### src/inc/cts_pkg.sv
// Shared constants and types for the 16-bit counter/timer
package cts_pkg;
    // Register byte offsets
    localparam logic [7:0] OFS_FLAGS = 8'h00;
    localparam logic [7:0] OFS_TCR   = 8'h04;
    localparam logic [7:0] OFS_TC    = 8'h08;
    localparam logic [7:0] OFS_PR    = 8'h0C;
    localparam logic [7:0] OFS_PC    = 8'h10;
    localparam logic [7:0] OFS_MCR   = 8'h14;
    localparam logic [7:0] OFS_MR0   = 8'h18;
    localparam logic [7:0] OFS_MR1   = 8'h1C;
    localparam logic [7:0] OFS_MR2   = 8'h20;
    localparam logic [7:0] OFS_MR3   = 8'h24;
    localparam logic [7:0] OFS_CCR   = 8'h28;
    localparam logic [7:0] OFS_CAP   = 8'h2C;
    localparam logic [7:0] OFS_EMR   = 8'h3C;
    localparam logic [7:0] OFS_COUNT_SOURCE_CONTROL  = 8'h70;
    localparam logic [7:0] OFS_PWMC  = 8'h74;
    // Field positions
    localparam int TCR_EN_POS  = 0;   // count_enable_bit
    localparam int TCR_RST_POS = 1;   // count_reset_bit
    localparam int MCR_IRQ_POS = 0;   // Per-channel interrupt enable
    localparam int MCR_RST_POS = 1;   // Per-channel reset on match
    localparam int MCR_STP_POS = 2;   // Per-channel halt on match
    localparam int MCR_STRIDE  = 3;   // Bits per match channel
    localparam int CCR_RISE_POS = 0;  // Capture on rising edge
    localparam int CCR_FALL_POS = 1;  // Capture on falling edge
    localparam int CCR_IRQ_POS  = 2;  // Flag on capture
    localparam int FLAG_CAP_POS = 4;  // Capture flag bit
    localparam int EMR_CTL_POS  = 4;  // First action field in EXTERNAL_MATCH_CONTROL
    // Reset values
    localparam logic [15:0] RST_CNT   = 16'h0000;
    localparam logic [31:0] RST_WORD  = 32'h0000_0000;
    // Clock
    localparam int CLK_PERIOD_NS = 10;
    // Count source modes
    typedef enum logic [1:0] {
        CTS_MODE_TIMER = 2'b00,
        CTS_MODE_RISE  = 2'b01,
        CTS_MODE_FALL  = 2'b10,
        CTS_MODE_BOTH  = 2'b11
    } cts_mode_e;
    // External match actions
    typedef enum logic [1:0] {
        CTS_EMC_HOLD   = 2'b00,
        CTS_EMC_LOW    = 2'b01,
        CTS_EMC_HIGH   = 2'b10,
        CTS_EMC_TOGGLE = 2'b11
    } cts_emc_e;
    // Register bus request
    typedef struct packed {
        logic        wr;
        logic        rd;
        logic [7:0]  addr;
        logic [31:0] wdata;
    } cts_bus_req_s;
endpackage

### src/hdl/cts_edge_sync.sv
// Pin synchroniser with registered edge pulses
`timescale 1ns/1ns
module cts_edge_sync (
    input  wire logic ref_clk,
    input  wire logic rst_n,
    input  wire logic async_in,
    output logic      rise_ff,
    output logic      fall_ff
);
    logic s1_ff, s2_ff, s3_ff;          // Two sync stages plus history
    logic nxt_rise, nxt_fall;

    // Edge decode reads only settled stages
    always_comb begin
        nxt_rise = s2_ff & ~s3_ff;
        nxt_fall = ~s2_ff & s3_ff;
    end

    // Register stages and pulses
    always_ff @(posedge ref_clk or negedge rst_n) begin
        if (!rst_n) begin
            s1_ff   <= 1'b0;
            s2_ff   <= 1'b0;
            s3_ff   <= 1'b0;
            rise_ff <= 1'b0;
            fall_ff <= 1'b0;
        end else begin
            s1_ff   <= async_in;
            s2_ff   <= s1_ff;
            s3_ff   <= s2_ff;
            rise_ff <= nxt_rise;
            fall_ff <= nxt_fall;
        end
    end
endmodule

### src/hdl/cts_ext_match.sv
// One external match channel: state bit, action and PWM pin
`timescale 1ns/1ns
module cts_ext_match
    import cts_pkg::*;
(
    input  wire logic             ref_clk,
    input  wire logic             rst_n,
    input  wire logic             wr_en,
    input  wire logic             wr_bit,
    input  wire logic             hit,
    input  wire cts_pkg::cts_emc_e ctrl,
    input  wire logic             pwm_en,
    input  wire logic             pwm_level,
    output logic                  state_ff,
    output logic                  pin_ff
);
    logic nxt_state, nxt_pin;

    // Match action beats a software write
    always_comb begin
        nxt_state = state_ff;
        if (hit) begin
            case (ctrl)
                CTS_EMC_HOLD:   nxt_state = state_ff;
                CTS_EMC_LOW:    nxt_state = 1'b0;
                CTS_EMC_HIGH:   nxt_state = 1'b1;
                CTS_EMC_TOGGLE: nxt_state = ~state_ff;
                default:        nxt_state = state_ff;
            endcase
        end else if (wr_en) begin
            nxt_state = wr_bit;
        end
        nxt_pin = pwm_en ? pwm_level : nxt_state;  // RL9
    end

    // Register state and pin
    always_ff @(posedge ref_clk or negedge rst_n) begin
        if (!rst_n) begin
            state_ff <= 1'b0;
            pin_ff   <= 1'b0;
        end else begin
            state_ff <= nxt_state;
            pin_ff   <= nxt_pin;
        end
    end
endmodule

### src/hdl/cts_timer.sv
// 16-bit counter/timer top with register bank
// Notes on behaviour
// RL1: count advances every divider_limit+1 enabled steps
// RL2: at limit, next clock increments count, zeroes divider
// RL3: divider tick count readable and writable
// RL4: four match values: reset, halt, flag
// RL5: capture control picks edges and flag
// RL6: qualifying capture edge copies count
// RL7: external match control drives two pins
// RL8: count source selects timer or edge counting
// RL9: PWM enable switches pin to PWM
// RL10: five sticky pending flags
// RL11: match flags bits 0-3, capture bit 4
// RL12: write one clears flag, zero keeps
// RL13: control bit 0 enables both counters
// RL14: control bit 1 holds both counters zero
// RL15: software keeps control bits 31:2 zero
// RL16: all used bits reset to zero
// RL17: count wraps at maximum, no flag
// RL18: halt match stops counters, clears enable
// RL19: match drives pin toggle/low/high/hold
// RL20: full equality test every clock
`timescale 1ns/1ns
module cts_timer
    import cts_pkg::*;
#(
    parameter int CNT_W = 16          // Counter width
) (
    input  wire logic                 ref_clk,
    input  wire logic                 rst_n,
    input  wire cts_pkg::cts_bus_req_s bus_req,
    output logic [31:0]               rd_data_ff,
    input  wire logic                 capture_input,
    output logic [1:0]                match_outputs
);
    // Collect one control bit of every match channel
    function automatic logic [3:0] mcr_sel(input logic [11:0] match_control, input int pos);
        logic [3:0] r;
        for (int n = 0; n < 4; n++) begin
            r[n] = match_control[n*MCR_STRIDE+pos];
        end
        return r;
    endfunction

    // Register state
    logic [4:0]       flags_ff;       // Pending flags
    logic             en_ff;          // count_enable_bit
    logic             count_reset_bit_ff;        // count_reset_bit
    logic [CNT_W-1:0] tc_ff;          // timer_count
    logic [CNT_W-1:0] pr_ff;          // divider_limit
    logic [CNT_W-1:0] pc_ff;          // divider_tick_count
    logic [11:0]      mcr_ff;         // match_control
    logic [CNT_W-1:0] mr_ff [4];      // match_value_0..3
    logic [2:0]       ccr_ff;         // capture_control
    logic [CNT_W-1:0] cap_ff;         // capture_value_0
    logic [7:0]       emc_ff;         // Match action fields
    logic [3:0]       count_source_control_ff;        // count_source_control
    logic [1:0]       pwm_ff;         // pwm_enable_control
    // Next values
    logic [4:0]       nxt_flags;
    logic             nxt_en, nxt_count_reset_bit;
    logic [CNT_W-1:0] nxt_tc, nxt_pr, nxt_pc, nxt_cap;
    logic [11:0]      nxt_mcr;
    logic [CNT_W-1:0] nxt_mr [4];
    logic [2:0]       nxt_ccr;
    logic [7:0]       nxt_emc;
    logic [3:0]       nxt_count_source_control;
    logic [1:0]       nxt_pwm;
    logic [31:0]      nxt_rd;
    // Datapath
    logic             cap_rise, cap_fall;  // Synchronised edges
    logic             src_evt;        // Counting event this cycle
    logic             step;           // Divider may move
    logic             at_limit;       // Divider at its limit
    logic             adv;            // Count advances
    logic [3:0]       eq;             // Match equality per channel
    logic [3:0]       hit;            // Match event per channel
    logic             cap_evt;        // Qualifying capture
    logic [4:0]       set_flags;
    logic [3:0]       em_state;       // External match state bits
    logic [3:0]       em_pin;         // External match pin levels
    logic [31:0]      rd_val;
    logic             wr_tcr, wr_tc, wr_pc, wr_flags;
    cts_mode_e        mode;

    // Capture pin synchroniser
    cts_edge_sync u_cap_sync (
        .ref_clk (ref_clk),
        .rst_n   (rst_n),
        .async_in(capture_input),
        .rise_ff (cap_rise),
        .fall_ff (cap_fall)
    );

    // Write strobes per register
    always_comb begin
        wr_tcr   = bus_req.wr && bus_req.addr == OFS_TCR;
        wr_tc    = bus_req.wr && bus_req.addr == OFS_TC;
        wr_pc    = bus_req.wr && bus_req.addr == OFS_PC;
        wr_flags = bus_req.wr && bus_req.addr == OFS_FLAGS;
    end

    // Count source and match detection
    always_comb begin
        mode = cts_mode_e'(count_source_control_ff[1:0]);
        case (mode) // RL8
            CTS_MODE_TIMER: src_evt = 1'b1;
            CTS_MODE_RISE:  src_evt = cap_rise;
            CTS_MODE_FALL:  src_evt = cap_fall;
            CTS_MODE_BOTH:  src_evt = cap_rise | cap_fall;
            default:        src_evt = 1'b0;
        endcase
        step     = en_ff && !count_reset_bit_ff && src_evt; // RL13
        at_limit = pc_ff == pr_ff;
        adv      = step && at_limit;
        for (int n = 0; n < 4; n++) begin
            eq[n] = tc_ff == mr_ff[n]; // RL20
        end
        hit     = eq & {4{adv}}; // RL4
        cap_evt = (cap_rise & ccr_ff[CCR_RISE_POS]) | (cap_fall & ccr_ff[CCR_FALL_POS]); // RL5
        set_flags = {cap_evt & ccr_ff[CCR_IRQ_POS], hit & mcr_sel(mcr_ff, MCR_IRQ_POS)}; // RL11
    end

    // Counter, control and flag next state
    always_comb begin
        nxt_tc   = tc_ff;
        nxt_pc   = pc_ff;
        nxt_en   = en_ff;
        nxt_count_reset_bit = count_reset_bit_ff;
        if (wr_tcr) begin
            nxt_en   = bus_req.wdata[TCR_EN_POS];
            nxt_count_reset_bit = bus_req.wdata[TCR_RST_POS];
        end
        if (step) begin
            if (at_limit) begin
                nxt_pc = RST_CNT; // RL2
                nxt_tc = tc_ff + 16'h0001; // RL1 RL17
            end else begin
                nxt_pc = pc_ff + 16'h0001;
            end
        end
        if (|(hit & mcr_sel(mcr_ff, MCR_RST_POS))) begin
            nxt_tc = RST_CNT;
        end
        if (|(hit & mcr_sel(mcr_ff, MCR_STP_POS))) begin
            nxt_tc = tc_ff; // RL18
            nxt_pc = RST_CNT;
            nxt_en = 1'b0;
        end
        if (wr_tc) begin
            nxt_tc = bus_req.wdata[CNT_W-1:0];
        end
        if (wr_pc) begin
            nxt_pc = bus_req.wdata[CNT_W-1:0]; // RL3
        end
        if (count_reset_bit_ff || (wr_tcr && bus_req.wdata[TCR_RST_POS])) begin
            nxt_tc = RST_CNT; // RL14
            nxt_pc = RST_CNT;
        end
        // Set beats a same-cycle clear
        nxt_flags = flags_ff & ~({5{wr_flags}} & bus_req.wdata[4:0]); // RL12
        nxt_flags = nxt_flags | set_flags; // RL10
        nxt_cap   = cap_evt ? tc_ff : cap_ff; // RL6
    end

    // Configuration registers written by software
    always_comb begin
        nxt_pr   = pr_ff;
        nxt_mcr  = mcr_ff;
        nxt_mr   = mr_ff;
        nxt_ccr  = ccr_ff;
        nxt_emc  = emc_ff;
        nxt_count_source_control = count_source_control_ff;
        nxt_pwm  = pwm_ff;
        if (bus_req.wr) begin
            case (bus_req.addr)
                OFS_PR:   nxt_pr = bus_req.wdata[CNT_W-1:0];
                OFS_MCR:  nxt_mcr = bus_req.wdata[11:0];
                OFS_MR0:  nxt_mr[0] = bus_req.wdata[CNT_W-1:0];
                OFS_MR1:  nxt_mr[1] = bus_req.wdata[CNT_W-1:0];
                OFS_MR2:  nxt_mr[2] = bus_req.wdata[CNT_W-1:0];
                OFS_MR3:  nxt_mr[3] = bus_req.wdata[CNT_W-1:0];
                OFS_CCR:  nxt_ccr = bus_req.wdata[2:0];
                OFS_EMR:  nxt_emc = bus_req.wdata[EMR_CTL_POS+7:EMR_CTL_POS];
                OFS_COUNT_SOURCE_CONTROL: nxt_count_source_control = bus_req.wdata[3:0];
                OFS_PWMC: nxt_pwm = bus_req.wdata[1:0];
                default:  nxt_pr = pr_ff;
            endcase
        end
    end

    // External match channels, two reach pins
    for (genvar n = 0; n < 4; n++) begin : g_em
        cts_ext_match u_em (
            .ref_clk  (ref_clk),
            .rst_n    (rst_n),
            .wr_en    (bus_req.wr && bus_req.addr == OFS_EMR),
            .wr_bit   (bus_req.wdata[n]),
            .hit      (hit[n]),
            .ctrl     (cts_emc_e'(emc_ff[2*n+1:2*n])),
            .pwm_en   ((n < 2) ? pwm_ff[n%2] : 1'b0),
            .pwm_level(tc_ff >= mr_ff[n]),
            .state_ff (em_state[n]),
            .pin_ff   (em_pin[n])
        ); // RL7 RL19
    end
    assign match_outputs = em_pin[1:0];

    // Read data mux, unmapped reads zero
    always_comb begin
        rd_val = RST_WORD;
        case (bus_req.addr)
            OFS_FLAGS: rd_val[4:0] = flags_ff;
            OFS_TCR:   rd_val[1:0] = {count_reset_bit_ff, en_ff};
            OFS_TC:    rd_val[CNT_W-1:0] = tc_ff;
            OFS_PR:    rd_val[CNT_W-1:0] = pr_ff;
            OFS_PC:    rd_val[CNT_W-1:0] = pc_ff; // RL3
            OFS_MCR:   rd_val[11:0] = mcr_ff;
            OFS_MR0:   rd_val[CNT_W-1:0] = mr_ff[0];
            OFS_MR1:   rd_val[CNT_W-1:0] = mr_ff[1];
            OFS_MR2:   rd_val[CNT_W-1:0] = mr_ff[2];
            OFS_MR3:   rd_val[CNT_W-1:0] = mr_ff[3];
            OFS_CCR:   rd_val[2:0] = ccr_ff;
            OFS_CAP:   rd_val[CNT_W-1:0] = cap_ff;
            OFS_EMR:   rd_val[11:0] = {emc_ff, em_state};
            OFS_COUNT_SOURCE_CONTROL:  rd_val[3:0] = count_source_control_ff;
            OFS_PWMC:  rd_val[1:0] = pwm_ff;
            default:   rd_val = RST_WORD;
        endcase
        nxt_rd = bus_req.rd ? rd_val : RST_WORD;
    end

    // Register everything; reset clears all used bits
    always_ff @(posedge ref_clk or negedge rst_n) begin
        if (!rst_n) begin
            flags_ff   <= 5'h00; // RL16
            en_ff      <= 1'b0;
            count_reset_bit_ff    <= 1'b0;
            tc_ff      <= RST_CNT;
            pr_ff      <= RST_CNT;
            pc_ff      <= RST_CNT;
            mcr_ff     <= 12'h000;
            for (int n = 0; n < 4; n++) begin
                mr_ff[n] <= RST_CNT;
            end
            ccr_ff     <= 3'h0;
            cap_ff     <= RST_CNT;
            emc_ff     <= 8'h00;
            count_source_control_ff    <= 4'h0;
            pwm_ff     <= 2'h0;
            rd_data_ff <= RST_WORD;
        end else begin
            flags_ff   <= nxt_flags;
            en_ff      <= nxt_en;
            count_reset_bit_ff    <= nxt_count_reset_bit;
            tc_ff      <= nxt_tc;
            pr_ff      <= nxt_pr;
            pc_ff      <= nxt_pc;
            mcr_ff     <= nxt_mcr;
            mr_ff      <= nxt_mr;
            ccr_ff     <= nxt_ccr;
            cap_ff     <= nxt_cap;
            emc_ff     <= nxt_emc;
            count_source_control_ff    <= nxt_count_source_control;
            pwm_ff     <= nxt_pwm;
            rd_data_ff <= nxt_rd;
        end
    end
endmodule

### config.mk
export PLATFORM = sky130hd
export DESIGN_NAME = cts_timer
export DESIGN_NICKNAME = d
export VERILOG_FILES = /design/src/inc/cts_pkg.sv /design/src/hdl/cts_edge_sync.sv /design/src/hdl/cts_ext_match.sv /design/src/hdl/cts_timer.sv
export SDC_FILE = /design/constraint.sdc
export NUM_CORES = 1
export LEC_CHECK = 0
export BUFFER_PORTS_ARGS = -buffer_cell sky130_fd_sc_hd__clkbuf_2
export CORE_ASPECT_RATIO = 0.7
export CORE_MARGIN = 4
export CORE_UTILIZATION = 33
export DETAILED_ROUTE_END_ITERATION = 10
export GPL_ROUTABILITY_DRIVEN = 0
export GPL_TIMING_DRIVEN = 0
export SYNTH_ARGS = -nofsm -noshare
export SYNTH_HDL_FRONTEND = slang
export SYNTH_SLANG_ARGS = --single-unit
### constraint.sdc
create_clock -name ref_clk -period 3.6 [get_ports ref_clk]
set_clock_uncertainty 0.2 [all_clocks]
set_input_delay 0.18 -clock ref_clk [delete_from_list [all_inputs] [get_ports ref_clk]]
set_output_delay 0.18 -clock ref_clk [all_outputs]
set_load 0.01 [all_outputs]
# --- Yosys cells after proc, flatten, opt, wreduce, memory -nomap -nowiden ---
# Cells that the tools add are included.
totals:
  input_bits: 45
  mem_bits_ro: 0
  n_memories: 0
  elab_cells: 163
  out_inout_bits: 34
  latch_bits: 0
  mem_bits_rw: 0
  reg_bits: 191
op_classes:
  order_cmp: 2
  shift: 0
  mux: 35
  n_addsub: 2
  multipliers: 0
  reduce_logical: 38
  div: 0
  bitwise_logic: 21
  eq_ne: 37
op_table:
  columns: ["operator", "n"]
  rows:
  - ["two-way mux 16 bit", 12]
  - ["== test 16 bit", 5]
  - ["one-hot mux 7 bit (10 select lines)", 1]
  - ["== test 8 x 6 -> 1 bit (second input constant)", 5]
  - ["adder 16 x 1 -> 16 bit (second input constant)", 2]
  - ["== test 8 x 5 -> 1 bit (second input constant)", 4]
  - [">= comparator 16 bit", 2]
  - ["one-hot mux 4 bit (8 select lines)", 1]
  - ["one-hot mux 2 bit (15 select lines)", 1]
  - ["AND reduction 2 bit", 12]
  - ["== test 2 bit (second input constant)", 10]
  - ["bitwise AND 4 bit", 4]
  - ["== test 8 x 4 -> 1 bit (second input constant)", 2]
  - ["== test 8 x 7 -> 1 bit (second input constant)", 2]
  - ["one-hot mux 1 bit (13 select lines)", 1]
  - ["two-way mux 1 bit", 12]
  - ["one-hot mux 1 bit (12 select lines)", 1]
  - ["one-hot mux 1 bit (4 select lines)", 3]
  - ["nonzero test 4 bit", 3]
  - ["one-hot mux 1 bit (11 select lines)", 1]
  - ["bitwise AND 5 bit", 2]
  - ["== test 2 x 1 -> 1 bit (second input constant)", 5]
  - ["zero test 2 bit", 5]
  - ["logical AND 1 bit", 9]
  - ["other kinds (15)", 30]

# --- Logic depth before layout (Yosys ltp) ---
# Gate-level depths: netlist (run 1).
depth:
  ltp_word: 11
  depth_mapped: 11
  depth_no_buf: 9

# --- By module ---
# From an unflattened synthesis (run 1), not the netlist that was laid out.
unflattened:
  hier_cells: 1081
  area_unflattened_um2: 11385.9
modules_own_cells:
  columns: ["module", "instances", "seq_area_each_um2", "area_per_inst_um2", "cells_per_inst"]
  rows:
  - ["cts_timer", 1, 4504.3, 10805.4, 1042]
  - ["cts_ext_match", 4, 50.0, 110.1, 8]
  - ["cts_edge_sync", 1, 125.1, 140.1, 7]

# --- Worst setup path after synthesis (run 1) ---
# Ideal clock, no wire load.
synth_path:
  path_kind: "flip-flop to flip-flop"
  from: "register tc_ff[0]"
  to: "register tc_ff[7]"
  synth_period_minus_slack_ps: 2483
  arrival_ps: 2148
  stages_incl_launch_ff: 11
  setup_ps: 136
  setup_slack_ps: 1117
  required_ps: 3264
  n_path_buf: 1
  cell_sequence: "dfrtp_1 > inv_1 > ha_1 > nand4_1 > nor2_1 > and2_1 > a222oi_1 > a21oi_2 > buf_2 > a32oi_1 > o311ai_1"
synth_via:
  elab_chain_cells: 8
  word_cells_on_any_way: 20
  cone_classes: "add/sub (1); eq/ne (5); mux (6); bitwise (3); reduce/logical (5)"
synth_lines:
  columns: ["element", "line_no", "source"]
  rows:
  - ["from (decl)", "cts_timer.sv:49", "logic [CNT_W-1:0] tc_ff;"]
  - ["from (signal assigned)", "cts_timer.sv:256", "tc_ff <= nxt_tc;"]
  - ["parallel branches: the longest is 8 deep, another holds adder 16 x 1 -> 16 bit", null, null]
# Parallel ways; which one is timed is not known. The select of a mux whose other input is x is not followed.
# A chain may end at the register's enable or synchronous reset.

# --- Worst setup path after layout (run 1) ---
layout_path:
  from: "register tc_ff[0]"
  to: "register tc_ff[6]"
# Same word-level chain as after synthesis.

==> impl_metrics.py, run 1 <==
metrics = {
    "run_status": {
        "outcome": "finished, final reports clean",
    },
    "logic_synthesis": {
        "synth.yosys.warnings": 0,
        "synth_edf_count": 0,
        "yosys.cell_types.count": 81,
        "synth_async_sr_flop_share": 1.000,
        "top_reg_cell_synth": "sky130_fd_sc_hd__dfrtp_1",
        "postSynthCellCount": 1026,
        "post_synthesis_mean_instance_area_um2": 10.64,
        "syn-cell-area_um2": 10920,
        "synth.ff_latch_count": 191,
        "ys_seq_area_frac": 0.4377,
    },
    "detailed_routing": {
        "average_routed_wire_per_standard_cell_um": 24.73,
        "drt_wl_total_mm": 38.34,
        "num_vias": 9091,
        "route.detailed.drc": 0,
        "detail_route.first_pass.iterations": 7,
        "routed_via_density": 5.865,
        "drtIter0Drc": 1165,
        "ant_nets": 0,
    },
    "finish": {
        "finish.instance_area_um2": 12440,
        "num-fill-cells": 3248,
        "combined_area_of_the_multi_input_logic_cells_um2": 5523,
        "layout-drive-gt1-share": 0.2444,
        "num-nets-final": 1187,
        "ff_latch_area_um2": 4780,
        "areaGrowthSynthToFinish_pct": 13.96,
    },
    "sta": {
        "finalMaxSlewViolations": 0,
        "layout_min_cycle_time_ps": 3311,
        "hold_violations": 0,
        "worst_pin_slew_ps": 1212,
        "final_cycle_utilization_of_the_critical_path": 0.9196,
        "final-setup-viol-count": 0,
        "grt_setup_unrepaired": "no",
        "hold-worst-slack_ps": 10.76,
        "timing.fmax_ghz": 0.3021,
        "setup_tns_ps": 0,
        "slew_headroom": 0.1842,
        "layout_setup_ws_ps": 289.4,
    },
    "global_route": {
        "grt_max_degree": 108,
        "grt_pass1_wl_mm": 57.20,
        "antenna_found_initial": 0,
        "via_count_of_the_first_global_routing_pass": 8837,
        "overflow": 0,
        "globalRouteTotalUtil": 0.2105,
    },
    "cts": {
        "h-tree-depth": 4,
        "clkSinkCount": 191,
        "cts-root-buf": "sky130_fd_sc_hd__clkbuf_16",
        "post_cts_clock_slew_at_the_launch_and_capture_registers_of_the_worst_setup_and_hold_paths_ps": 70,
        "cts_repair_resize_count": 0,
        "tritoncts": "built",
        "clkLatencyLatePin_ps": 460,
        "clock_tree.buffer_depth": 2,
        "cts_inserted_buffers": 17,
    },
    "critical_path": {
        "setup.worst_path.end_class": "flop",
        "critical_path.startpoint_type": "flop",
        "timing.setup.critical_path_class": "reg -> reg",
        "timing.critical_path.required_ps": 3730,
        "arrival_ps": 3440,
        "critical_path_peak_fanout": 10,
    },
    "placement": {
        "place_ws_ps": 30.28,
        "dpl_cell_area_um2": 11730,
        "port-buffer-count": 36,
        "dpl.hpwl_mm": 28.95,
    },
    "power": {
        "switching_share": 0.3253,
        "clock_power_share": 0.333,
        "power_frac_seq": 0.448,
        "combinationalPowerShare": 0.219,
        "internal_power_w": 0.004030,
        "pwr_density_cell_nw_per_um2": 480.1,
        "max-vdd-ir-drop_mv": 0.3029,
        "p_leak_nw": 5.333,
        "switchingPower_w": 0.001943,
    },
    "floorplan": {
        "die_boundary_width_um": 225.4,
        "initial_utilization": 0.3362,
        "boundaryPins": 79,
        "placement_rows": 55,
        "core_ar_um2": 32480,
        "chipHeight_um": 160.2,
        "design.die.area_um2": 36110,
    },
    "run": {
        "cap_viol_max_count": 0,
    },
    "hold_path": {
        "hold_class": "in -> reg",
    },
}
## metal layers
metal  GRT usage  wire [um]  vias up
li1            -          -     3958
met1      0.3220      17890     4647
met2      0.2821      15420      453
met3     0.07865       4612       33
met4     0.04035        417        0
met5           0          0        -
## critical path, stage by stage, from the launching register on
cell and delay (ps):
sky130_fd_sc_hd__dfrtp_1 570, sky130_fd_sc_hd__inv_1 230, sky130_fd_sc_hd__ha_1 340, sky130_fd_sc_hd__nand2_1 70
sky130_fd_sc_hd__nor2_1 70, sky130_fd_sc_hd__and2_1 270, sky130_fd_sc_hd__a222oi_1 310, sky130_fd_sc_hd__or2_1 240
sky130_fd_sc_hd__buf_6 180, sky130_fd_sc_hd__nand4_2 300, sky130_fd_sc_hd__o311ai_1 400
## stage by stage
| stage | utilization | instances | total power [W] |
|---|---|---|---|
| finish | 0.3831 | 1550 | 0.005974 |
| CTS | 0.3827 | 1547 | 0.005964 |
| detailed placement | 0.3610 | 1505 | 0.003969 |
| global placement | 0.3599 | 1504 | 0.003924 |
| floorplan | - | 1041 | 0.003515 |
| global route | 0.3829 | 1548 | 0.006224 |
## repair_timing
action	4_1_cts	5_1_grt
hold buffers	10	0
hold endpoints to repair	133	0
pin swaps	1	1
endpoints found under the setup margin	1	10
setup buffers	0	1
## cell usage after synthesis, types with 22 or more instances
master	n	area share
sky130_fd_sc_hd__dfrtp_1	191	0.44
sky130_fd_sc_hd__mux2_2	113	0.12
sky130_fd_sc_hd__nand2_1	93	0.032
sky130_fd_sc_hd__inv_1	48	0.017
sky130_fd_sc_hd__xnor2_1	47	0.038
sky130_fd_sc_hd__o21ai_0	37	0.017
sky130_fd_sc_hd__ha_1	34	0.039
sky130_fd_sc_hd__clkbuf_1	30	0.010
sky130_fd_sc_hd__nor2_1	30	0.010
sky130_fd_sc_hd__a22o_1	28	0.022
sky130_fd_sc_hd__buf_2	28	0.013
sky130_fd_sc_hd__nand3_1	25	0.011
sky130_fd_sc_hd__buf_4	23	0.016
sky130_fd_sc_hd__a221oi_1	22	0.018
## area by class of cell
type,count,area share
Tap cell,427,0.04294
Sequential cell,191,0.3841
Inverter,48,0.01448
Antenna cell,2,0.0004022
Multi-Input combinational cell,715,0.4438
Clock buffer,18,0.03529
Timing Repair Buffer,48,0.02604
Buffer,87,0.03962
Clock inverter,14,0.01327
## placed cells by master, fill, tap and decap left out, types with 17 or more instances in the layout
master / instances
sky130_fd_sc_hd__a221oi_1: 22
sky130_fd_sc_hd__a222oi_1: 20
sky130_fd_sc_hd__buf_4: 24
sky130_fd_sc_hd__nand3_1: 25
sky130_fd_sc_hd__nand2_1: 93
sky130_fd_sc_hd__clkbuf_16: 17
sky130_fd_sc_hd__clkbuf_1: 30
sky130_fd_sc_hd__inv_1: 48
sky130_fd_sc_hd__ha_1: 34
sky130_fd_sc_hd__nand4_1: 21
sky130_fd_sc_hd__dfrtp_1: 191
sky130_fd_sc_hd__o21ai_0: 37
sky130_fd_sc_hd__xnor2_1: 47
sky130_fd_sc_hd__nor2_1: 30
sky130_fd_sc_hd__a22o_1: 28
sky130_fd_sc_hd__mux2_2: 113
sky130_fd_sc_hd__clkbuf_2: 35
sky130_fd_sc_hd__buf_2: 28
## sequential cells by signal, summed over array words and instances (netlist names), 5 cells and up
name and flops:
cap_ff 16, emc_ff 8, flags_ff 5, mcr_ff 12
mr_ff 64, pc_ff 16, pr_ff 16, rd_data_ff 16
tc_ff 16
## power by group through the flow
stage	Combinational, W	Clock, W	Sequential (W)
after floorplan	0.000944	0	0.00257
after global placement	0.00123	0	0.00269
after detailed placement	0.00127	0	0.00270
after CTS	0.00129	0.00202	0.00266
after global routing	0.00144	0.00210	0.00269
final	0.00131	0.00199	0.00268
## final timing paths
check / slack (ps) / cells after the start / start / endpoint
max: 290 / 10 / tc_ff[0]$_DFFE_PN0P_ / tc_ff[6]$_DFFE_PN0P_
min: 10 / 4 / bus_req[2] / g_em[2].u_em.state_ff$_DFFE_PN0P_
max reg2reg: 290 / 10 / tc_ff[0]$_DFFE_PN0P_ / tc_ff[6]$_DFFE_PN0P_
min reg2reg: 160 / 0 / u_cap_sync.s1_ff$_DFF_PN0_ / u_cap_sync.s2_ff$_DFF_PN0_
max in group asynchronous: 2010 / 3 / rst_n / pc_ff[1]$_DFFE_PN0P_
min in group asynchronous: 170 / 2 / rst_n / tc_ff[4]$_DFFE_PN0P_
## logic make-up (layout without fill, tap and decap cells)
kind of cell | after synthesis | count (layout) | share of synthesized area
AOI/OAI and AO/OA | 232 | 232 | 0.1658
xor gates and xnor gates | 53 | 53 | 0.04457
adders and majority gates | 34 | 34 | 0.03896
buffers and inverters | 135 | 215 | 0.06165
DFF | 191 | 191 | 0.4377
muxes | 119 | 119 | 0.1224
other | 1 | 18 | 0.0003434
and+or+nand+nor | 261 | 261 | 0.1286
Note: power is estimated with default switching activity, not from simulation.
==> inputs of run 2 (changes only) <==
==> constraint.sdc (replaced) <==
create_clock -name ref_clk -period 3.6 [get_ports ref_clk]
set_clock_uncertainty 0.2 [all_clocks]
set_input_delay 0.72 -clock ref_clk [delete_from_list [all_inputs] [get_ports ref_clk]]
set_output_delay 0.72 -clock ref_clk [all_outputs]
set_load 0.01 [all_outputs]
==> run 2 against run 1 <==
Global-route usage about the same. Wire length decreased by 0.14%. Final cell count decreased by 0.71%. Sequential power about the same. Maximum frequency increased by 0.36%. Critical endpoint unchanged. Sequential share of layout area increased by 0.32 points. Hold slack improved by 150 ps. Critical path type unchanged. Total power about the same. Register-to-register slack about the same. Cell area decreased by 0.82%. Via count decreased by 0.76%. Combinational power about the same. Largest cell class unchanged.
==> impl_metrics.py, run 2 (same netlist as run 1, synthesis figures left out) <==
metrics = {
    "run_status": {
        "outcome": "finished, final reports clean",
    },
    "critical_path": {
        "timing.reg2reg.worst_path_depth": 10,
        "slowest_delay_ps": 560,
        "critical_path.startpoint_type": "flop",
        "regToRegEndpoint": "tc_ff[6]$_DFFE_PN0P_",
        "timing.setup.critical_path_class": "reg -> reg",
        "setup.worst_path.end_class": "flop",
        "rrSetupSlack_ps": 300,
        "r2r-start": "tc_ff[0]$_DFFE_PN0P_",
        "critical_path_peak_fanout": 10,
        "cp-startpoint": "tc_ff[0]$_DFFE_PN0P_",
        "timing.critical_path.required_ps": 3730,
        "arrival_ps": 3430,
        "critical_path_cell_list": "inv_1 > ha_1 > nand2_1 > nor2_1 > and2_1 > a222oi_1 > or2_1 > buf_6 > nand4_2 > o311ai_1",
        "cpMaxStageDelayCell": "sky130_fd_sc_hd__dfrtp_1",
    },
    "floorplan": {
        "core_ar_um2": 32480,
        "design.die.area_um2": 36110,
        "initial_utilization": 0.3362,
        "placement_rows": 55,
        "die_boundary_width_um": 225.4,
        "boundaryPins": 79,
        "chipHeight_um": 160.2,
    },
    "hold_path": {
        "hp-start": "u_cap_sync.s1_ff$_DFF_PN0_",
        "worst_hold_path.endpoint": "u_cap_sync.s2_ff$_DFF_PN0_",
        "hold_class": "reg -> reg",
        "hold-path-cell-count": 0,
    },
    "cts": {
        "clkLatencyLatePin_ps": 460,
        "h-tree-depth": 4,
        "clock_tree.buffer_depth": 2,
        "cts_inserted_buffers": 17,
        "cts_repair_resize_count": 0,
        "post_cts_clock_slew_at_the_launch_and_capture_registers_of_the_worst_setup_and_hold_paths_ps": 70,
        "clkSinkCount": 191,
        "cts-root-buf": "sky130_fd_sc_hd__clkbuf_16",
        "tritoncts": "built",
    },
    "global_route": {
        "grt_pass1_wl_mm": 57.10,
        "grt_max_degree": 108,
        "antenna_found_initial": 0,
        "overflow": 0,
        "via_count_of_the_first_global_routing_pass": 8799,
        "globalRouteTotalUtil": 0.2103,
    },
    "sta": {
        "finalMaxSlewViolations": 0,
        "final-setup-viol-count": 0,
        "layout_min_cycle_time_ps": 3299,
        "hold_violations": 0,
        "grt_setup_unrepaired": "no",
        "final_cycle_utilization_of_the_critical_path": 0.9163,
        "hold-worst-slack_ps": 162.0,
        "worst_pin_slew_ps": 1254,
        "timing.fmax_ghz": 0.3031,
        "slew_headroom": 0.1562,
    },
    "placement": {
        "port-buffer-count": 36,
        "dpl.hpwl_mm": 28.95,
        "dpl_cell_area_um2": 11730,
    },
    "finish": {
        "layout-drive-gt1-share": 0.2466,
        "areaGrowthSynthToFinish_pct": 13.02,
        "mostFrequentLayoutCells": "sky130_fd_sc_hd__dfrtp_1 (191), sky130_fd_sc_hd__mux2_2 (113), sky130_fd_sc_hd__nand2_1 (93), sky130_fd_sc_hd__inv_1 (48), sky130_fd_sc_hd__xnor2_1 (47)",
        "most_common_cell_after_layout_fill_and_taps_aside": "sky130_fd_sc_hd__dfrtp_1",
        "biggest_register": "mr_ff",
        "largest_register_ffs": 64,
        "num-nets-final": 1177,
        "finish.instance_area_um2": 12340,
    },
    "power": {
        "clock_power_share": 0.334,
        "p_leak_nw": 5.289,
        "switchingPower_w": 0.001948,
        "max-vdd-ir-drop_mv": 0.3042,
        "switching_share": 0.3262,
        "power_w": 0.005972,
        "pwr_density_cell_nw_per_um2": 483.9,
        "combinationalPowerShare": 0.218,
        "power_frac_seq": 0.448,
        "internal_power_w": 0.004024,
    },
    "detailed_routing": {
        "ant_nets": 0,
        "num_vias": 9022,
        "detail_route.first_pass.iterations": 8,
        "route.detailed.drc": 0,
        "drtIter0Drc": 1140,
        "drt_wl_total_mm": 38.29,
        "average_routed_wire_per_standard_cell_um": 24.88,
        "routed_via_density": 5.862,
    },
    "run": {
        "cap_viol_max_count": 0,
    },
}
==> run 2: cell count changes in the layout (fill, tap and decap cells not counted) <==
| cell | delta |
|---|---|
| sky130_fd_sc_hd__dlygate4sd3_1 | -10 |
| sky130_fd_sc_hd__diode_2 | -1 |
==> run 2: timing repair <==
item | CTS | global route
setup buffers | 0 | 1
hold buffers | 0 | 0
endpoints found under the setup margin | 1 | 10
pin swaps | 1 | 1
==> run 2: worst max path at each step <==
stage | to | slack, ps | cells past startpoint
floorplan | tc_ff[7]$_DFFE_PN0P_ | 850 | 10
global placement | pc_ff[10]$_DFFE_PN0P_ | -2230 | 1
detailed placement | rd_data_ff[5]$_DFF_PN0_ | -100 | 6
CTS | tc_ff[3]$_DFFE_PN0P_ | 0.6 | 8
global route | tc_ff[9]$_DFFE_PN0P_ | 200 | 11
finish | tc_ff[6]$_DFFE_PN0P_ | 300 | 10
==> run 2: stage by stage <==
step	util	std cells	setup TNS [ps]	setup WS [ps]
global placement	0.3599	1504	-421020	-2226
global route	0.3799	1538	0	198.6
finish	0.3799	1539	0	301.2
detailed placement	0.3610	1505	-163.5	-99.41
floorplan	-	1041	0	852.5
CTS	0.3796	1537	0	0.6453
==> run 2: cell type report <==
cell class,instances,area (um2)
Fill cell,3255,20140
Multi-Input combinational cell,715,5523
Sequential cell,191,4780
Tap cell,427,534.3
Buffer,87,493.0
Clock buffer,18,439.2
Timing Repair Buffer,38,224.0
Inverter,48,180.2
Clock inverter,14,165.2
Antenna cell,1,2.502
==> run 2: power groups by stage <==
stage | Clock, W | Sequential, W | Combinational, W
2_1_floorplan | 0 | 0.00257 | 0.000944
4_1_cts | 0.00202 | 0.00266 | 0.00128
6_report | 0.00200 | 0.00268 | 0.00130
5_1_grt | 0.00210 | 0.00269 | 0.00143
3_3_place_gp | 0 | 0.00269 | 0.00123
3_5_place_dp | 0 | 0.00270 | 0.00127
==> run 2: metal layers <==
metal | routed length, um | vias up | track usage | share of wire
met5 | 0 | - | 0 | 0
met4 | 352 | 0 | 0.04035 | 0.0092
met3 | 4659 | 28 | 0.07902 | 0.12
met2 | 15360 | 460 | 0.2814 | 0.40
met1 | 17910 | 4598 | 0.3218 | 0.47
li1 | - | 3936 | - | -
==> run 2: worst max-delay path: cells and delay by family, from the launching register on <==
kind | cells | cell delay, ps
AOI/OAI and AO/OA | 2 | 710
DFF | 1 | 560
and+or+nand+nor | 5 | 950
buffers and inverters | 2 | 410
adders and majority gates | 1 | 340
==> inputs of run 3 (changes only) <==
- ABC_AREA: unset -> 1
- BUFFER_PORTS_ARGS: -buffer_cell sky130_fd_sc_hd__clkbuf_2 -> unset
- DONT_BUFFER_PORTS: unset -> 1
==> run 3 against run 2 <==
The run now ends with hold timing left. Final cell count grew 25%. Die area grew 1.0%. Sequential power shrank 14%. Clock power is essentially flat. Global-route usage grew 0.98 points. Register-to-register slack lost 70 ps. Wire length grew 5.4%. Worst setup slack lost 190 ps. Critical path type is now in -> reg.
==> impl_metrics.py, run 3 <==
metrics = {
    "detailed_routing": {
        "drt_wl_total_mm": 40.37,
        "routed_via_density": 5.422,
        "ant_nets": 0,
        "detail_route.first_pass.iterations": 8,
        "num_vias": 10460,
        "route.detailed.drc": 0,
        "average_routed_wire_per_standard_cell_um": 20.93,
        "drtIter0Drc": 1702,
    },
    "logic_synthesis": {
        "post-synth-top-count-cell": "sky130_fd_sc_hd__nand2_1",
        "ys_top_cells_by_area": "sky130_fd_sc_hd__dfrtp_1 (43%), sky130_fd_sc_hd__nand2_1 (13%), sky130_fd_sc_hd__o21ai_0 (9.1%), sky130_fd_sc_hd__inv_1 (5.8%), sky130_fd_sc_hd__ha_1 (3.9%)",
        "ys_top_cells_by_count": "sky130_fd_sc_hd__nand2_1 (392), sky130_fd_sc_hd__o21ai_0 (200), sky130_fd_sc_hd__dfrtp_1 (191)",
        "ys_seq_area_frac": 0.4332,
        "synth_async_sr_flop_share": 1.000,
        "synth_edf_count": 0,
        "synth.yosys.warnings": 0,
        "postSynthCellCount": 1455,
        "top_reg_cell_synth": "sky130_fd_sc_hd__dfrtp_1",
        "synth.ff_latch_count": 191,
        "post_synthesis_mean_instance_area_um2": 7.584,
        "synthDominantCellAreaShare": 0.4332,
        "synth_largest_area_cell": "sky130_fd_sc_hd__dfrtp_1",
        "syn-cell-area_um2": 11030,
        "yosys.cell_types.count": 48,
    },
    "finish": {
        "stdcell_count": 1929,
        "num-nets-final": 1568,
        "ff_latch_area_um2": 4780,
        "combined_area_of_the_multi_input_logic_cells_um2": 5200,
        "biggest_register": "mr_ff",
        "layout-drive-gt1-share": 0.06791,
        "num_antenna_cells": 0,
        "num-fill-cells": 3351,
        "largest_register_ffs": 64,
        "most_common_cell_after_layout_fill_and_taps_aside": "sky130_fd_sc_hd__nand2_1",
        "areaGrowthSynthToFinish_pct": 10.66,
        "mostFrequentLayoutCells": "sky130_fd_sc_hd__nand2_1 (392), sky130_fd_sc_hd__o21ai_0 (200), sky130_fd_sc_hd__dfrtp_1 (191), sky130_fd_sc_hd__inv_1 (170), sky130_fd_sc_hd__nor2_1 (76)",
    },
    "cts": {
        "clkLatencyLatePin_ps": 460,
        "post_cts_clock_slew_at_the_launch_and_capture_registers_of_the_worst_setup_and_hold_paths_ps": 80,
        "tritoncts": "built",
        "cts-root-buf": "sky130_fd_sc_hd__clkbuf_16",
        "clock_tree.buffer_depth": 2,
        "cts_inserted_buffers": 17,
        "clkSinkCount": 191,
        "post_cts.repair.setup_buffers": 0,
        "cts_repair_resize_count": 0,
        "h-tree-depth": 4,
    },
    "global_route": {
        "globalRouteTotalUtil": 0.2201,
        "via_count_of_the_first_global_routing_pass": 9536,
        "grt_pass1_wl_mm": 60.46,
        "grt_max_degree": 192,
        "antenna_found_initial": 2,
        "overflow": 0,
    },
    "critical_path": {
        "regToRegEndpoint": "tc_ff[9]$_DFFE_PN0P_",
        "critical_path.startpoint_type": "input pin",
        "timing.critical_path.required_ps": 3720,
        "timing.setup.critical_path_class": "in -> reg",
        "rrSetupSlack_ps": 230,
        "r2r-start": "tc_ff[12]$_DFFE_PN0P_",
        "critical_path_peak_fanout": 10,
        "arrival_ps": 3610,
        "setup.worst_path.end_class": "flop",
        "timing.reg2reg.worst_path_depth": 13,
    },
    "floorplan": {
        "core_ar_um2": 32620,
        "placement_rows": 55,
        "boundaryPins": 79,
        "chipHeight_um": 161.0,
        "design.die.area_um2": 36470,
        "initial_utilization": 0.3383,
        "die_boundary_width_um": 226.6,
    },
    "sta": {
        "finalMaxSlewViolations": 0,
        "hold_violations": 191,
        "setup_tns_ps": 0,
        "grt_setup_unrepaired": "no",
        "final_cycle_utilization_of_the_critical_path": 0.9702,
        "hold-worst-slack_ps": -245.3,
        "timing.fmax_ghz": 0.2863,
        "final-setup-viol-count": 0,
        "layout_min_cycle_time_ps": 3493,
        "worst_pin_slew_ps": 1295,
        "slew_headroom": 0.1335,
    },
    "power": {
        "switching_share": 0.2978,
        "p_leak_nw": 5.617,
        "clock_power_share": 0.410,
        "internal_power_w": 0.003404,
        "pwr_density_cell_nw_per_um2": 397.0,
        "switchingPower_w": 0.001444,
        "max-vdd-ir-drop_mv": 0.3669,
        "combinationalPowerShare": 0.114,
        "power_frac_seq": 0.476,
    },
    "placement": {
        "port-buffer-count": 0,
        "dpl.hpwl_mm": 31.11,
        "placed_cell_count": 1897,
    },
    "run_status": {
        "violations": "hold timing",
        "outcome": "finished with violations",
    },
    "run": {
        "cap_viol_max_count": 0,
    },
    "hold_path": {
        "hold_class": "in -> async",
    },
}
==> run 3: changes by cell type after synthesis, sizes merged, moves of 27 or more <==
cell   delta
a21oi    +30
inv     +135
mux2    -115
nand2   +300
nand3    +29
nor2     +45
o21ai   +164
o22ai    +37
xnor2    -27
==> run 3: how the worst max path moves through the flow <==
stage                 from                       to  slack, ps  cells past startpoint
3_3_place_gp   bus_req[32]  rd_data_ff[7]$_DFF_PN0_       -100                     10
4_1_cts        bus_req[32]  rd_data_ff[7]$_DFF_PN0_        330                     10
5_1_grt        bus_req[33]  rd_data_ff[7]$_DFF_PN0_          5                     10
6_report       bus_req[32]  rd_data_ff[7]$_DFF_PN0_        110                     10
2_1_floorplan  bus_req[39]     tc_ff[8]$_DFFE_PN0P_       1190                     12
3_5_place_dp   bus_req[32]  rd_data_ff[7]$_DFF_PN0_       -130                     10
==> run 3: layout make-up <==
| cell class | instances | share of cell area |
|---|---|---|
| buffer | 80 | 0.03412 |
| clock buffer | 18 | 0.03597 |
| clock inverter | 14 | 0.01199 |
| inverter | 185 | 0.05687 |
| multi-input combinational | 1014 | 0.4259 |
| sequential | 191 | 0.3914 |
| tap | 427 | 0.04375 |
==> run 3: metrics by stage <==
step / utilization / cell area [um2] / worst slack, ps / total power (W)
6_report: 0.3743 / 12210 / 107.2 / 0.004848
5_1_grt: 0.3743 / 12210 / 4.516 / 0.005008
4_1_cts: 0.3743 / 12210 / 334.7 / 0.004828
3_5_place_dp: 0.3564 / 11620 / -133.0 / 0.002881
3_3_place_gp: 0.3564 / 11620 / -102.6 / 0.002873
2_1_floorplan: - / 11090 / 1190 / 0.002691
==> run 3: kinds of logic after synthesis <==
logic type	synth area share
AND/OR/NAND/NOR	0.2173
AO/OA/AOI/OAI	0.1763
buffers and inverters	0.1007
flip-flops	0.4332
XOR/XNOR	0.03175
adder cells (fa/ha/maj)	0.03855
multiplexers	0.001928
other	0.0003398
==> run 3: routing by layer <==
metal	vias up	global-route usage	wire length (um)
met2	599	0.2968	16010
li1	4836	-	-
met3	44	0.08303	5316
met4	0	0.04121	505
met1	4981	0.3351	18540
met5	-	0	0
==> run 3: worst max-delay path, cell delays in order <==
cell	delay [ps]
sky130_fd_sc_hd__inv_1	50
sky130_fd_sc_hd__nand2_1	80
sky130_fd_sc_hd__nor2_1	170
sky130_fd_sc_hd__nand2_1	120
sky130_fd_sc_hd__nor2_1	980
sky130_fd_sc_hd__inv_1	230
sky130_fd_sc_hd__clkbuf_1	350
sky130_fd_sc_hd__o22ai_1	440
sky130_fd_sc_hd__a221oi_1	100
sky130_fd_sc_hd__a31oi_1	340
==> run 3: power groups by stage <==
stage / Sequential, W / Combinational, W / Clock, W
after floorplan: 0.00232 / 0.000367 / 0
after global placement: 0.00235 / 0.000527 / 0
after detailed placement: 0.00235 / 0.000534 / 0
after CTS: 0.00231 / 0.000537 / 0.00199
after global routing: 0.00232 / 0.000607 / 0.00208
final: 0.00231 / 0.000553 / 0.00199
